===== src/core/qfthf_defines.vh =====
/*
 * Constants of the queue manager threshold and group hash filter block: register
 * indices, field positions, reset values and the interrupt bit layout.
 * Assumes an APB master with 32-bit data; byte address of a register is four times its index.
 */
// Overview of operation
// - With the receive threshold interrupt enable set, status bit 13 is set once buffered receive frames exceed the 8-bit threshold.
// - With the transmit memory monitor set, status bit 6 is set once transmit free space reaches the requested amount.
// - The 64-bit hash table filters group frames only when hash perfect mode is selected.
// - The hash index is the top six bits of the CRC over the 48-bit destination address.
// - The upper two index bits pick one of four hash words and the lower four pick the bit.
// - A group frame whose index hits a set table bit is accepted.
// - In hash mode, a group frame whose index hits a cleared table bit is dropped, unless accept-all and group-filter-with-own-address are both set.
// - With both accept-all and group-filter-with-own-address set, every group frame is accepted.
// - The transmit space status bit shows memory became available and clears on a written one.
`ifndef QFTHF_DEFINES_VH
`define QFTHF_DEFINES_VH

`define QFTHF_IDX_RX_THR 16'h019C
`define QFTHF_IDX_TX_REQ 16'h019E
`define QFTHF_IDX_HASH0 16'h01A0
`define QFTHF_IDX_HASH1 16'h01A2
`define QFTHF_IDX_HASH2 16'h01A4
`define QFTHF_IDX_HASH3 16'h01A6
`define QFTHF_IDX_RXQ_CTL 16'h01C0
`define QFTHF_IDX_TXQ_CTL 16'h01C2
`define QFTHF_IDX_RXC_ONE 16'h01C4
`define QFTHF_IDX_FILT_CTL 16'h01C6
`define QFTHF_IDX_INT_STAT 16'h01C8
`define QFTHF_IDX_INT_CLR 16'h01CA
`define QFTHF_IDX_INT_EN 16'h01CC

`define QFTHF_RST_REG 16'h0000
`define QFTHF_RXQ_THR_IE 5
`define QFTHF_TXQ_MEM_MON 1
`define QFTHF_RXC_ALL 4
`define QFTHF_RXC_MC_OWN 8
`define QFTHF_FILT_HASH 0
`define QFTHF_INT_RX_THR 13
`define QFTHF_INT_TX_SPACE 6
`define QFTHF_INT_MASK 16'h2040
`define QFTHF_CRC_POLY 32'h04C11DB7
`define QFTHF_CRC_INIT 32'hFFFFFFFF

`endif


===== src/core/qfthf_core.v =====
/*
 * Queue manager receive threshold, transmit space request and 64-bit group hash
 * filter, with an APB register slave and one level interrupt.
 * Assumes queue counters and the frame filter request come from logic on clk_sys.
 */
`timescale 1ns/1ns
`include "qfthf_defines.vh"

module qfthf_core #(
    parameter ADDR_W = 16,
    parameter DATA_W = 32
) (
    input wire clk_sys,
    input wire rst_n,
    input wire [ADDR_W-1:0] paddr,
    input wire psel,
    input wire penable,
    input wire pwrite,
    input wire [DATA_W-1:0] pwdata,
    output reg [DATA_W-1:0] prdata,
    output reg pready,
    output reg pslverr,
    input wire [7:0] rxFrameCount,
    input wire [15:0] txFreeSpace,
    input wire daValid,
    input wire [47:0] destAddr,
    output reg filtValid,
    output reg filtAccept,
    output reg filtMulticast,
    output reg irq
);

    // One-hot register select shared by the read mux and the write strobes
    localparam SEL_HASH0 = 0;
    localparam SEL_HASH1 = 1;
    localparam SEL_HASH2 = 2;
    localparam SEL_HASH3 = 3;
    localparam SEL_RX_THR = 4;
    localparam SEL_TX_REQ = 5;
    localparam SEL_RXQ_CTL = 6;
    localparam SEL_TXQ_CTL = 7;
    localparam SEL_RXC_ONE = 8;
    localparam SEL_FILT_CTL = 9;
    localparam SEL_INT_STAT = 10;
    localparam SEL_INT_CLR = 11;
    localparam SEL_INT_EN = 12;
    localparam N_SEL = 13;

    // Registers sit on aligned words: the byte address is four times the index
    function regHit;
        input [ADDR_W-1:0] addr;
        input [15:0] idx;
        begin
            regHit = (addr == {idx[ADDR_W-3:0], 2'b00});
        end
    endfunction

    function [N_SEL-1:0] regDecode;
        input [ADDR_W-1:0] addr;
        begin
            regDecode = {N_SEL{1'b0}};
            regDecode[SEL_HASH0] = regHit(addr, `QFTHF_IDX_HASH0);
            regDecode[SEL_HASH1] = regHit(addr, `QFTHF_IDX_HASH1);
            regDecode[SEL_HASH2] = regHit(addr, `QFTHF_IDX_HASH2);
            regDecode[SEL_HASH3] = regHit(addr, `QFTHF_IDX_HASH3);
            regDecode[SEL_RX_THR] = regHit(addr, `QFTHF_IDX_RX_THR);
            regDecode[SEL_TX_REQ] = regHit(addr, `QFTHF_IDX_TX_REQ);
            regDecode[SEL_RXQ_CTL] = regHit(addr, `QFTHF_IDX_RXQ_CTL);
            regDecode[SEL_TXQ_CTL] = regHit(addr, `QFTHF_IDX_TXQ_CTL);
            regDecode[SEL_RXC_ONE] = regHit(addr, `QFTHF_IDX_RXC_ONE);
            regDecode[SEL_FILT_CTL] = regHit(addr, `QFTHF_IDX_FILT_CTL);
            regDecode[SEL_INT_STAT] = regHit(addr, `QFTHF_IDX_INT_STAT);
            regDecode[SEL_INT_CLR] = regHit(addr, `QFTHF_IDX_INT_CLR);
            regDecode[SEL_INT_EN] = regHit(addr, `QFTHF_IDX_INT_EN);
        end
    endfunction

    // Serial CRC-32 over the address, least significant bit of each byte first
    function [31:0] daCrc;
        input [47:0] da;
        integer i;
        reg [31:0] c;
        reg fb;
        begin
            c = `QFTHF_CRC_INIT;
            for (i = 0; i < 48; i = i + 1) begin
                fb = c[31] ^ da[40 - 8 * (i / 8) + (i % 8)];
                c = {c[30:0], 1'b0} ^ (fb ? `QFTHF_CRC_POLY : 32'h00000000);
            end
            daCrc = c;
        end
    endfunction

    reg [15:0] rxThreshold_q;
    reg [15:0] txSpaceReq_q;
    reg [15:0] hashWord_q [0:3];
    reg [15:0] rxQueueCtl_q;
    reg [15:0] txQueueCtl_q;
    reg [15:0] rxCtlOne_q;
    reg [15:0] filterCtl_q;
    reg [15:0] intStatus_q;
    reg [15:0] intStatus_d;
    reg [15:0] intEnable_q;
    reg rxAbove_q;
    reg txRoom_q;

    wire [N_SEL-1:0] sel = regDecode(paddr);
    wire setupPhase = psel & ~penable;
    wire wrEn = psel & penable & pready & pwrite;
    wire [N_SEL-1:0] wrSel = wrEn ? sel : {N_SEL{1'b0}};
    wire [15:0] wData = pwdata[15:0];
    // An address outside the map answers with an error and reads zero
    wire mapped = |sel;

    reg [15:0] rdData;

    // Selects are one-hot so no branch overrides another; the clear register reads zero
    always @* begin
        rdData = 16'h0000;
        if (sel[SEL_HASH0]) begin
            rdData = hashWord_q[0];
        end
        if (sel[SEL_HASH1]) begin
            rdData = hashWord_q[1];
        end
        if (sel[SEL_HASH2]) begin
            rdData = hashWord_q[2];
        end
        if (sel[SEL_HASH3]) begin
            rdData = hashWord_q[3];
        end
        if (sel[SEL_RX_THR]) begin
            rdData = rxThreshold_q;
        end
        if (sel[SEL_TX_REQ]) begin
            rdData = txSpaceReq_q;
        end
        if (sel[SEL_RXQ_CTL]) begin
            rdData = rxQueueCtl_q;
        end
        if (sel[SEL_TXQ_CTL]) begin
            rdData = txQueueCtl_q;
        end
        if (sel[SEL_RXC_ONE]) begin
            rdData = rxCtlOne_q;
        end
        if (sel[SEL_FILT_CTL]) begin
            rdData = filterCtl_q;
        end
        if (sel[SEL_INT_STAT]) begin
            rdData = intStatus_q;
        end
        if (sel[SEL_INT_EN]) begin
            rdData = intEnable_q;
        end
    end

    // Bus slave: data and error are captured in the setup cycle, answer in the access cycle
    always @(posedge clk_sys or negedge rst_n) begin
        if (!rst_n) begin
            prdata <= 32'h00000000;
            pready <= 1'b0;
            pslverr <= 1'b0;
        end else begin
            pready <= setupPhase;
            if (setupPhase) begin
                prdata <= {16'h0000, rdData};
                pslverr <= ~mapped;
            end else if (pready) begin
                pslverr <= 1'b0;
            end
        end
    end

    // Threshold of one while receiving misbehaves; the block does not guard against it
    always @(posedge clk_sys or negedge rst_n) begin
        if (!rst_n) begin
            rxThreshold_q <= `QFTHF_RST_REG;
        end else if (wrSel[SEL_RX_THR]) begin
            rxThreshold_q <= wData;
        end
    end

    always @(posedge clk_sys or negedge rst_n) begin
        if (!rst_n) begin
            txSpaceReq_q <= `QFTHF_RST_REG;
        end else if (wrSel[SEL_TX_REQ]) begin
            txSpaceReq_q <= wData;
        end
    end

    always @(posedge clk_sys or negedge rst_n) begin
        if (!rst_n) begin
            rxQueueCtl_q <= `QFTHF_RST_REG;
        end else if (wrSel[SEL_RXQ_CTL]) begin
            rxQueueCtl_q <= wData;
        end
    end

    always @(posedge clk_sys or negedge rst_n) begin
        if (!rst_n) begin
            txQueueCtl_q <= `QFTHF_RST_REG;
        end else if (wrSel[SEL_TXQ_CTL]) begin
            txQueueCtl_q <= wData;
        end
    end

    always @(posedge clk_sys or negedge rst_n) begin
        if (!rst_n) begin
            rxCtlOne_q <= `QFTHF_RST_REG;
        end else if (wrSel[SEL_RXC_ONE]) begin
            rxCtlOne_q <= wData;
        end
    end

    always @(posedge clk_sys or negedge rst_n) begin
        if (!rst_n) begin
            filterCtl_q <= `QFTHF_RST_REG;
        end else if (wrSel[SEL_FILT_CTL]) begin
            filterCtl_q <= wData;
        end
    end

    always @(posedge clk_sys or negedge rst_n) begin
        if (!rst_n) begin
            intEnable_q <= `QFTHF_RST_REG;
        end else if (wrSel[SEL_INT_EN]) begin
            intEnable_q <= wData;
        end
    end

    // Hash word g is picked by select line SEL_HASH0 + g, the same order the filter indexes
    genvar g;
    generate
        for (g = 0; g < 4; g = g + 1) begin : genHash
            always @(posedge clk_sys or negedge rst_n) begin
                if (!rst_n) begin
                    hashWord_q[g] <= `QFTHF_RST_REG;
                end else if (wrSel[SEL_HASH0 + g]) begin
                    hashWord_q[g] <= wData;
                end
            end
        end
    endgenerate

    wire rxAbove = rxFrameCount > rxThreshold_q[7:0];
    wire txRoom = txFreeSpace >= txSpaceReq_q;
    // Events are edge triggered so a lasting condition does not re-raise after a clear
    wire setRx = rxQueueCtl_q[`QFTHF_RXQ_THR_IE] & rxAbove & ~rxAbove_q;
    wire setTx = txQueueCtl_q[`QFTHF_TXQ_MEM_MON] & txRoom & ~txRoom_q;
    wire [15:0] clrBits = wrSel[SEL_INT_CLR] ? wData : 16'h0000;

    always @* begin
        // Set wins over a clear in the same cycle
        intStatus_d = (intStatus_q & ~clrBits) & `QFTHF_INT_MASK;
        intStatus_d[`QFTHF_INT_RX_THR] = intStatus_d[`QFTHF_INT_RX_THR] | setRx;
        intStatus_d[`QFTHF_INT_TX_SPACE] = intStatus_d[`QFTHF_INT_TX_SPACE] | setTx;
    end

    always @(posedge clk_sys or negedge rst_n) begin
        if (!rst_n) begin
            intStatus_q <= `QFTHF_RST_REG;
            rxAbove_q <= 1'b0;
            txRoom_q <= 1'b0;
            irq <= 1'b0;
        end else begin
            intStatus_q <= intStatus_d;
            rxAbove_q <= rxAbove;
            txRoom_q <= txRoom;
            // One cycle behind status, so the level output comes straight from a flip-flop
            irq <= |(intStatus_q & intEnable_q);
        end
    end

    wire [31:0] crcVal = daCrc(destAddr);
    wire [5:0] hashIdx = crcVal[31:26];
    wire [15:0] hashSel = hashWord_q[hashIdx[5:4]];
    wire hashBit = hashSel[hashIdx[3:0]];
    // Unicast frames, and group frames outside hash mode, always pass
    wire isGroup = destAddr[40];
    wire passAll = rxCtlOne_q[`QFTHF_RXC_ALL] & rxCtlOne_q[`QFTHF_RXC_MC_OWN];
    wire hashOn = filterCtl_q[`QFTHF_FILT_HASH];

    always @(posedge clk_sys or negedge rst_n) begin
        if (!rst_n) begin
            filtValid <= 1'b0;
            filtAccept <= 1'b0;
            filtMulticast <= 1'b0;
        end else begin
            filtValid <= daValid;
            filtMulticast <= daValid & isGroup;
            if (!daValid) begin
                filtAccept <= 1'b0;
            end else if (!isGroup || passAll) begin
                filtAccept <= 1'b1;
            end else if (hashOn) begin
                filtAccept <= hashBit;
            end else begin
                filtAccept <= 1'b1;
            end
        end
    end

endmodule


===== config.mk =====
export PLATFORM = sky130hd
export DESIGN_NAME = qfthf_core
export DESIGN_NICKNAME = d
export VERILOG_FILES = /design/src/core/qfthf_core.v
export VERILOG_INCLUDE_DIRS = /design/src /design/src/core
export SDC_FILE = /design/constraint.sdc
export NUM_CORES = 1
export LEC_CHECK = 0
export BUFFER_PORTS_ARGS = -buffer_cell sky130_fd_sc_hd__buf_4
export CAP_MARGIN = 15
export CORE_ASPECT_RATIO = 0.6
export CORE_MARGIN = 2
export CORE_UTILIZATION = 43
export DETAILED_ROUTE_END_ITERATION = 6
export PLACE_DENSITY_LB_ADDON = 0.2
export SLEW_MARGIN = 10
export SYNTH_ARGS = -nofsm -noshare
export SYNTH_HDL_FRONTEND = slang
export SYNTH_SLANG_ARGS = --single-unit

===== constraint.sdc =====
create_clock -name clk_sys -period 3.9 [get_ports clk_sys]
set_input_delay 0.39 -clock clk_sys [delete_from_list [all_inputs] [get_ports clk_sys]]
set_output_delay 0.39 -clock clk_sys [all_outputs]
set_load 0.1 [all_outputs]

==> qor.csv <==
metric;value;unit
result of the run;finished clean;
library cell contributing the largest single delay on the critical path;sky130_fd_sc_hd__mux4_2;
first-pass detailed-route iteration total;5;
Vert. Die Dim;136;um
Synth Area in Compound Gates;10.1;%
Buf/Inv on CP;3;
Die X;223;um
setup repair after global routing missed its margin;true;
synth unique cells;62;
transition time at the pin with the least slew margin;0.971;ns
CP max stage delay;0.54;ns
source of the worst register-to-register timing path;txSpaceReq_q[0];
Placer Congestion;0.864;
insertion delay to the later sink of the worst-skew pair;0.50;ns
maximum fanout along the worst path;7;
CTS tree;yes;
Most common cell on crit path;sky130_fd_sc_hd__xnor2_2;
endpoint of the worst-slack reg-to-reg timing path;intStatus_q[6];
XOR/XNOR Fraction of Synth Area;19.3;%
number of buffer cells added on primary ports;131;
placed cell areas;0.0149;mm2
cell at the root of the clock tree;sky130_fd_sc_hd__clkbuf_16;
average wire per standard cell;20.9;um
total setup violations reported at the end of the flow;0;
Synth Area in Adders;2.42;%
pin count of the biggest net entering global routing;96;
headroom to the max-slew limit;35.1;%
Synth Warn #;0;
upper clock frequency limit;257;MHz
critical setup path kind;in -> reg;
pins over their slew limit;0;
Die Area;0.0303;mm2
Hold EP;filtValid;
CTS H-tree lvls;1;
number of buffers on the longest clock path;3;
number of remaining DRC errors;0;
Overflow after GRT;0;
clock-pin slew on the worst setup and hold paths;0.07;ns
final worst clock skew;0.0110;ns
I/O Pins;164;
dominant combinational cell family by area after synthesis;XOR/XNOR gates;
min cycle time layout;3.88;ns
most repeated cell in the gate-level netlist after synthesis;sky130_fd_sc_hd__dfrtp_1;
total CTS buffers;19;
Post-synth top flop;sky130_fd_sc_hd__dfrtp_1;
number of placement rows;48;
number of DRC markers in iteration 0;757;
CP Data Required Time;4.26;ns
category of the worst setup path launch point;primary input;
category of cells accounting for the largest share of critical-path delay;XOR/XNOR gates;
largest area contributor in the netlist;sky130_fd_sc_hd__dfrtp_1;
number of antenna cells inserted;0;
DP Wirelength;27400;um
top-area cell type share of the netlist area;40.7;%
post-synthesis share of cell area spent on and, or, nand and nor gates;5.36;%
Min Hold Slack;0.0606;ns
fraction of layout cells with a size suffix above 1;44.2;%
Critical Path End Type;register;
largest cells by area after synthesis;sky130_fd_sc_hd__dfrtp_1, sky130_fd_sc_hd__mux2_2, sky130_fd_sc_hd__xnor2_1;
detailed-route wire length;35600;um
via count of the first global-routing pass;9043;
period utilization;99.6;%
via density per instance;5.44;
arrival time at the worst endpoint;4.25;ns
area of the mapped netlist;0.0124;mm2
hold path startpoint;daValid;
layout-stage area growth over the synthesis result;28.8;%
wire length of the first global-routing pass;53700;um
antenna-violating nets left;0;
global-route total usage across every layer;23.2;%
Sinks on Clock Net;202;
Avg Inst Size Synth;11.7;um2
synth cell count leaders;sky130_fd_sc_hd__dfrtp_1, sky130_fd_sc_hd__mux2_2, sky130_fd_sc_hd__xnor2_1, sky130_fd_sc_hd__clkbuf_1, sky130_fd_sc_hd__xor2_1;
r2r worst-path depth;17;
share of synthesized registers carrying an async set or reset;100;%
max-cap violation count;0;
worst min-delay path category;in -> reg;
count of state elements after synthesis;202;
Final Hold Fails;0;
initial antenna violation count;0;
count of flip-flops with a built-in enable after synthesis;0;
hold path cells;1;
critical path cell sequence;buf_4 -> xnor2_1 -> buf_4 -> buf_4 -> xnor2_1 -> xnor2_2 -> xnor2_2 -> xnor2_2 -> xnor2_2 -> xnor2_1 -> xnor2_1 -> xnor2_2 -> xnor2_2 -> xnor2_4 -> mux4_2 -> mux2i_1 -> nor3b_1 -> nor3_2 -> a41oi_2;
portion of the post-synthesis area used by sequential elements;40.7;%
Core Footprint;0.0286;mm2
cells after synthesis;1057;
register-to-register setup slack;0.18;ns
effective utilization at floorplan;43.4;%
final standard cell area without fillers;0.0160;mm2
count of vias placed by the detailed router;9272;
multiplexer fraction of the synthesized cell area;17.9;%
final net count;1470;
sequential cells by signal, summed over array words and instances, names as in the netlist, 2 cells and up:
register	count
hashWord_q	64
txQueueCtl_q	16
intStatus_q	2
filterCtl_q	16
rxCtlOne_q	16
intEnable_q	16
rxThreshold_q	16
txSpaceReq_q	16
prdata	16
rxQueueCtl_q	16
cell usage in the layout (no fill, tap or decap), types with 7 or more instances in the layout:
master                      count
sky130_fd_sc_hd__dfrtp_1      202
sky130_fd_sc_hd__xor2_1        38
sky130_fd_sc_hd__inv_1         26
sky130_fd_sc_hd__nand2b_1       7
sky130_fd_sc_hd__xnor2_1      124
sky130_fd_sc_hd__mux2i_1       11
sky130_fd_sc_hd__nor2_1        27
sky130_fd_sc_hd__xnor2_2       45
sky130_fd_sc_hd__clkbuf_16     20
sky130_fd_sc_hd__o21a_1         8
sky130_fd_sc_hd__nand4_1       12
sky130_fd_sc_hd__nand3_1        7
sky130_fd_sc_hd__mux4_2         7
sky130_fd_sc_hd__o221ai_1      13
sky130_fd_sc_hd__mux2_2       156
sky130_fd_sc_hd__a21oi_1       14
sky130_fd_sc_hd__xnor2_4       10
sky130_fd_sc_hd__a31oi_1        9
sky130_fd_sc_hd__xor2_2         8
sky130_fd_sc_hd__conb_1        16
sky130_fd_sc_hd__o21ai_0       35
sky130_fd_sc_hd__ha_1          24
sky130_fd_sc_hd__a222oi_1       8
sky130_fd_sc_hd__a221oi_1      19
sky130_fd_sc_hd__a22oi_1       19
sky130_fd_sc_hd__nand2_1       43
sky130_fd_sc_hd__buf_4        297
sky130_fd_sc_hd__a221o_1       13
sky130_fd_sc_hd__a21o_1        14
through the flow:
step	TNS, ns	cells	utilization (%)	worst slack, ns
5_1_grt	-0.167	1705	55.9	-0.167
6_report	0	1705	55.9	0.0155
3_5_place_dp	-0.634	1656	52.0	-0.634
2_1_floorplan	-0.273	1072	-	-0.273
3_3_place_gp	-0.617	1656	52.0	-0.617
4_1_cts	0	1688	54.3	0.00377
how the worst max path moves through the flow:
stage                      start          to  slack, ns  cells past startpoint
global route        destAddr[33]  filtAccept      -0.17                     19
floorplan           destAddr[41]  filtAccept      -0.27                     15
global placement    destAddr[46]  filtAccept      -0.62                     19
CTS                 destAddr[42]  filtAccept      0.004                     17
detailed placement  destAddr[46]  filtAccept      -0.63                     19
finish              destAddr[46]  filtAccept       0.02                     19
layer usage:
metal / part of all wire (%) / GRT usage, %
met4: 0.67 / 2.48
met1: 52 / 38.4
met2: 40 / 31.6
met3: 6.5 / 4.42
met5: 0 / 0
area by class of cell:
type	instances	area (um2)
Fill cell	2489	12600
Clock inverter	9	103
Multi-Input combinational cell	760	7330
Inverter	28	105
Timing Repair Buffer	309	2430
Clock buffer	22	497
Sequential cell	202	5050
Tap cell	375	469
repair_timing:
item,4_1_cts,5_1_grt
hold endpoints to repair,3,0
setup buffers,0,17
pin swaps,0,33
hold buffers,1,0
gates resized for setup,6,46
endpoints found under the setup margin,1,2
cloned,0,1
logic make-up after synthesis:
kind of cell | after synthesis
compound gates | 170
xor+xnor | 233
fa+ha+maj | 24
buf+inv | 110
flops | 202
mux | 183
other cells | 1
simple gates | 134
Power is not shown: default switching activity piles up to over one toggle a cycle in this logic, so the estimate is an artifact.
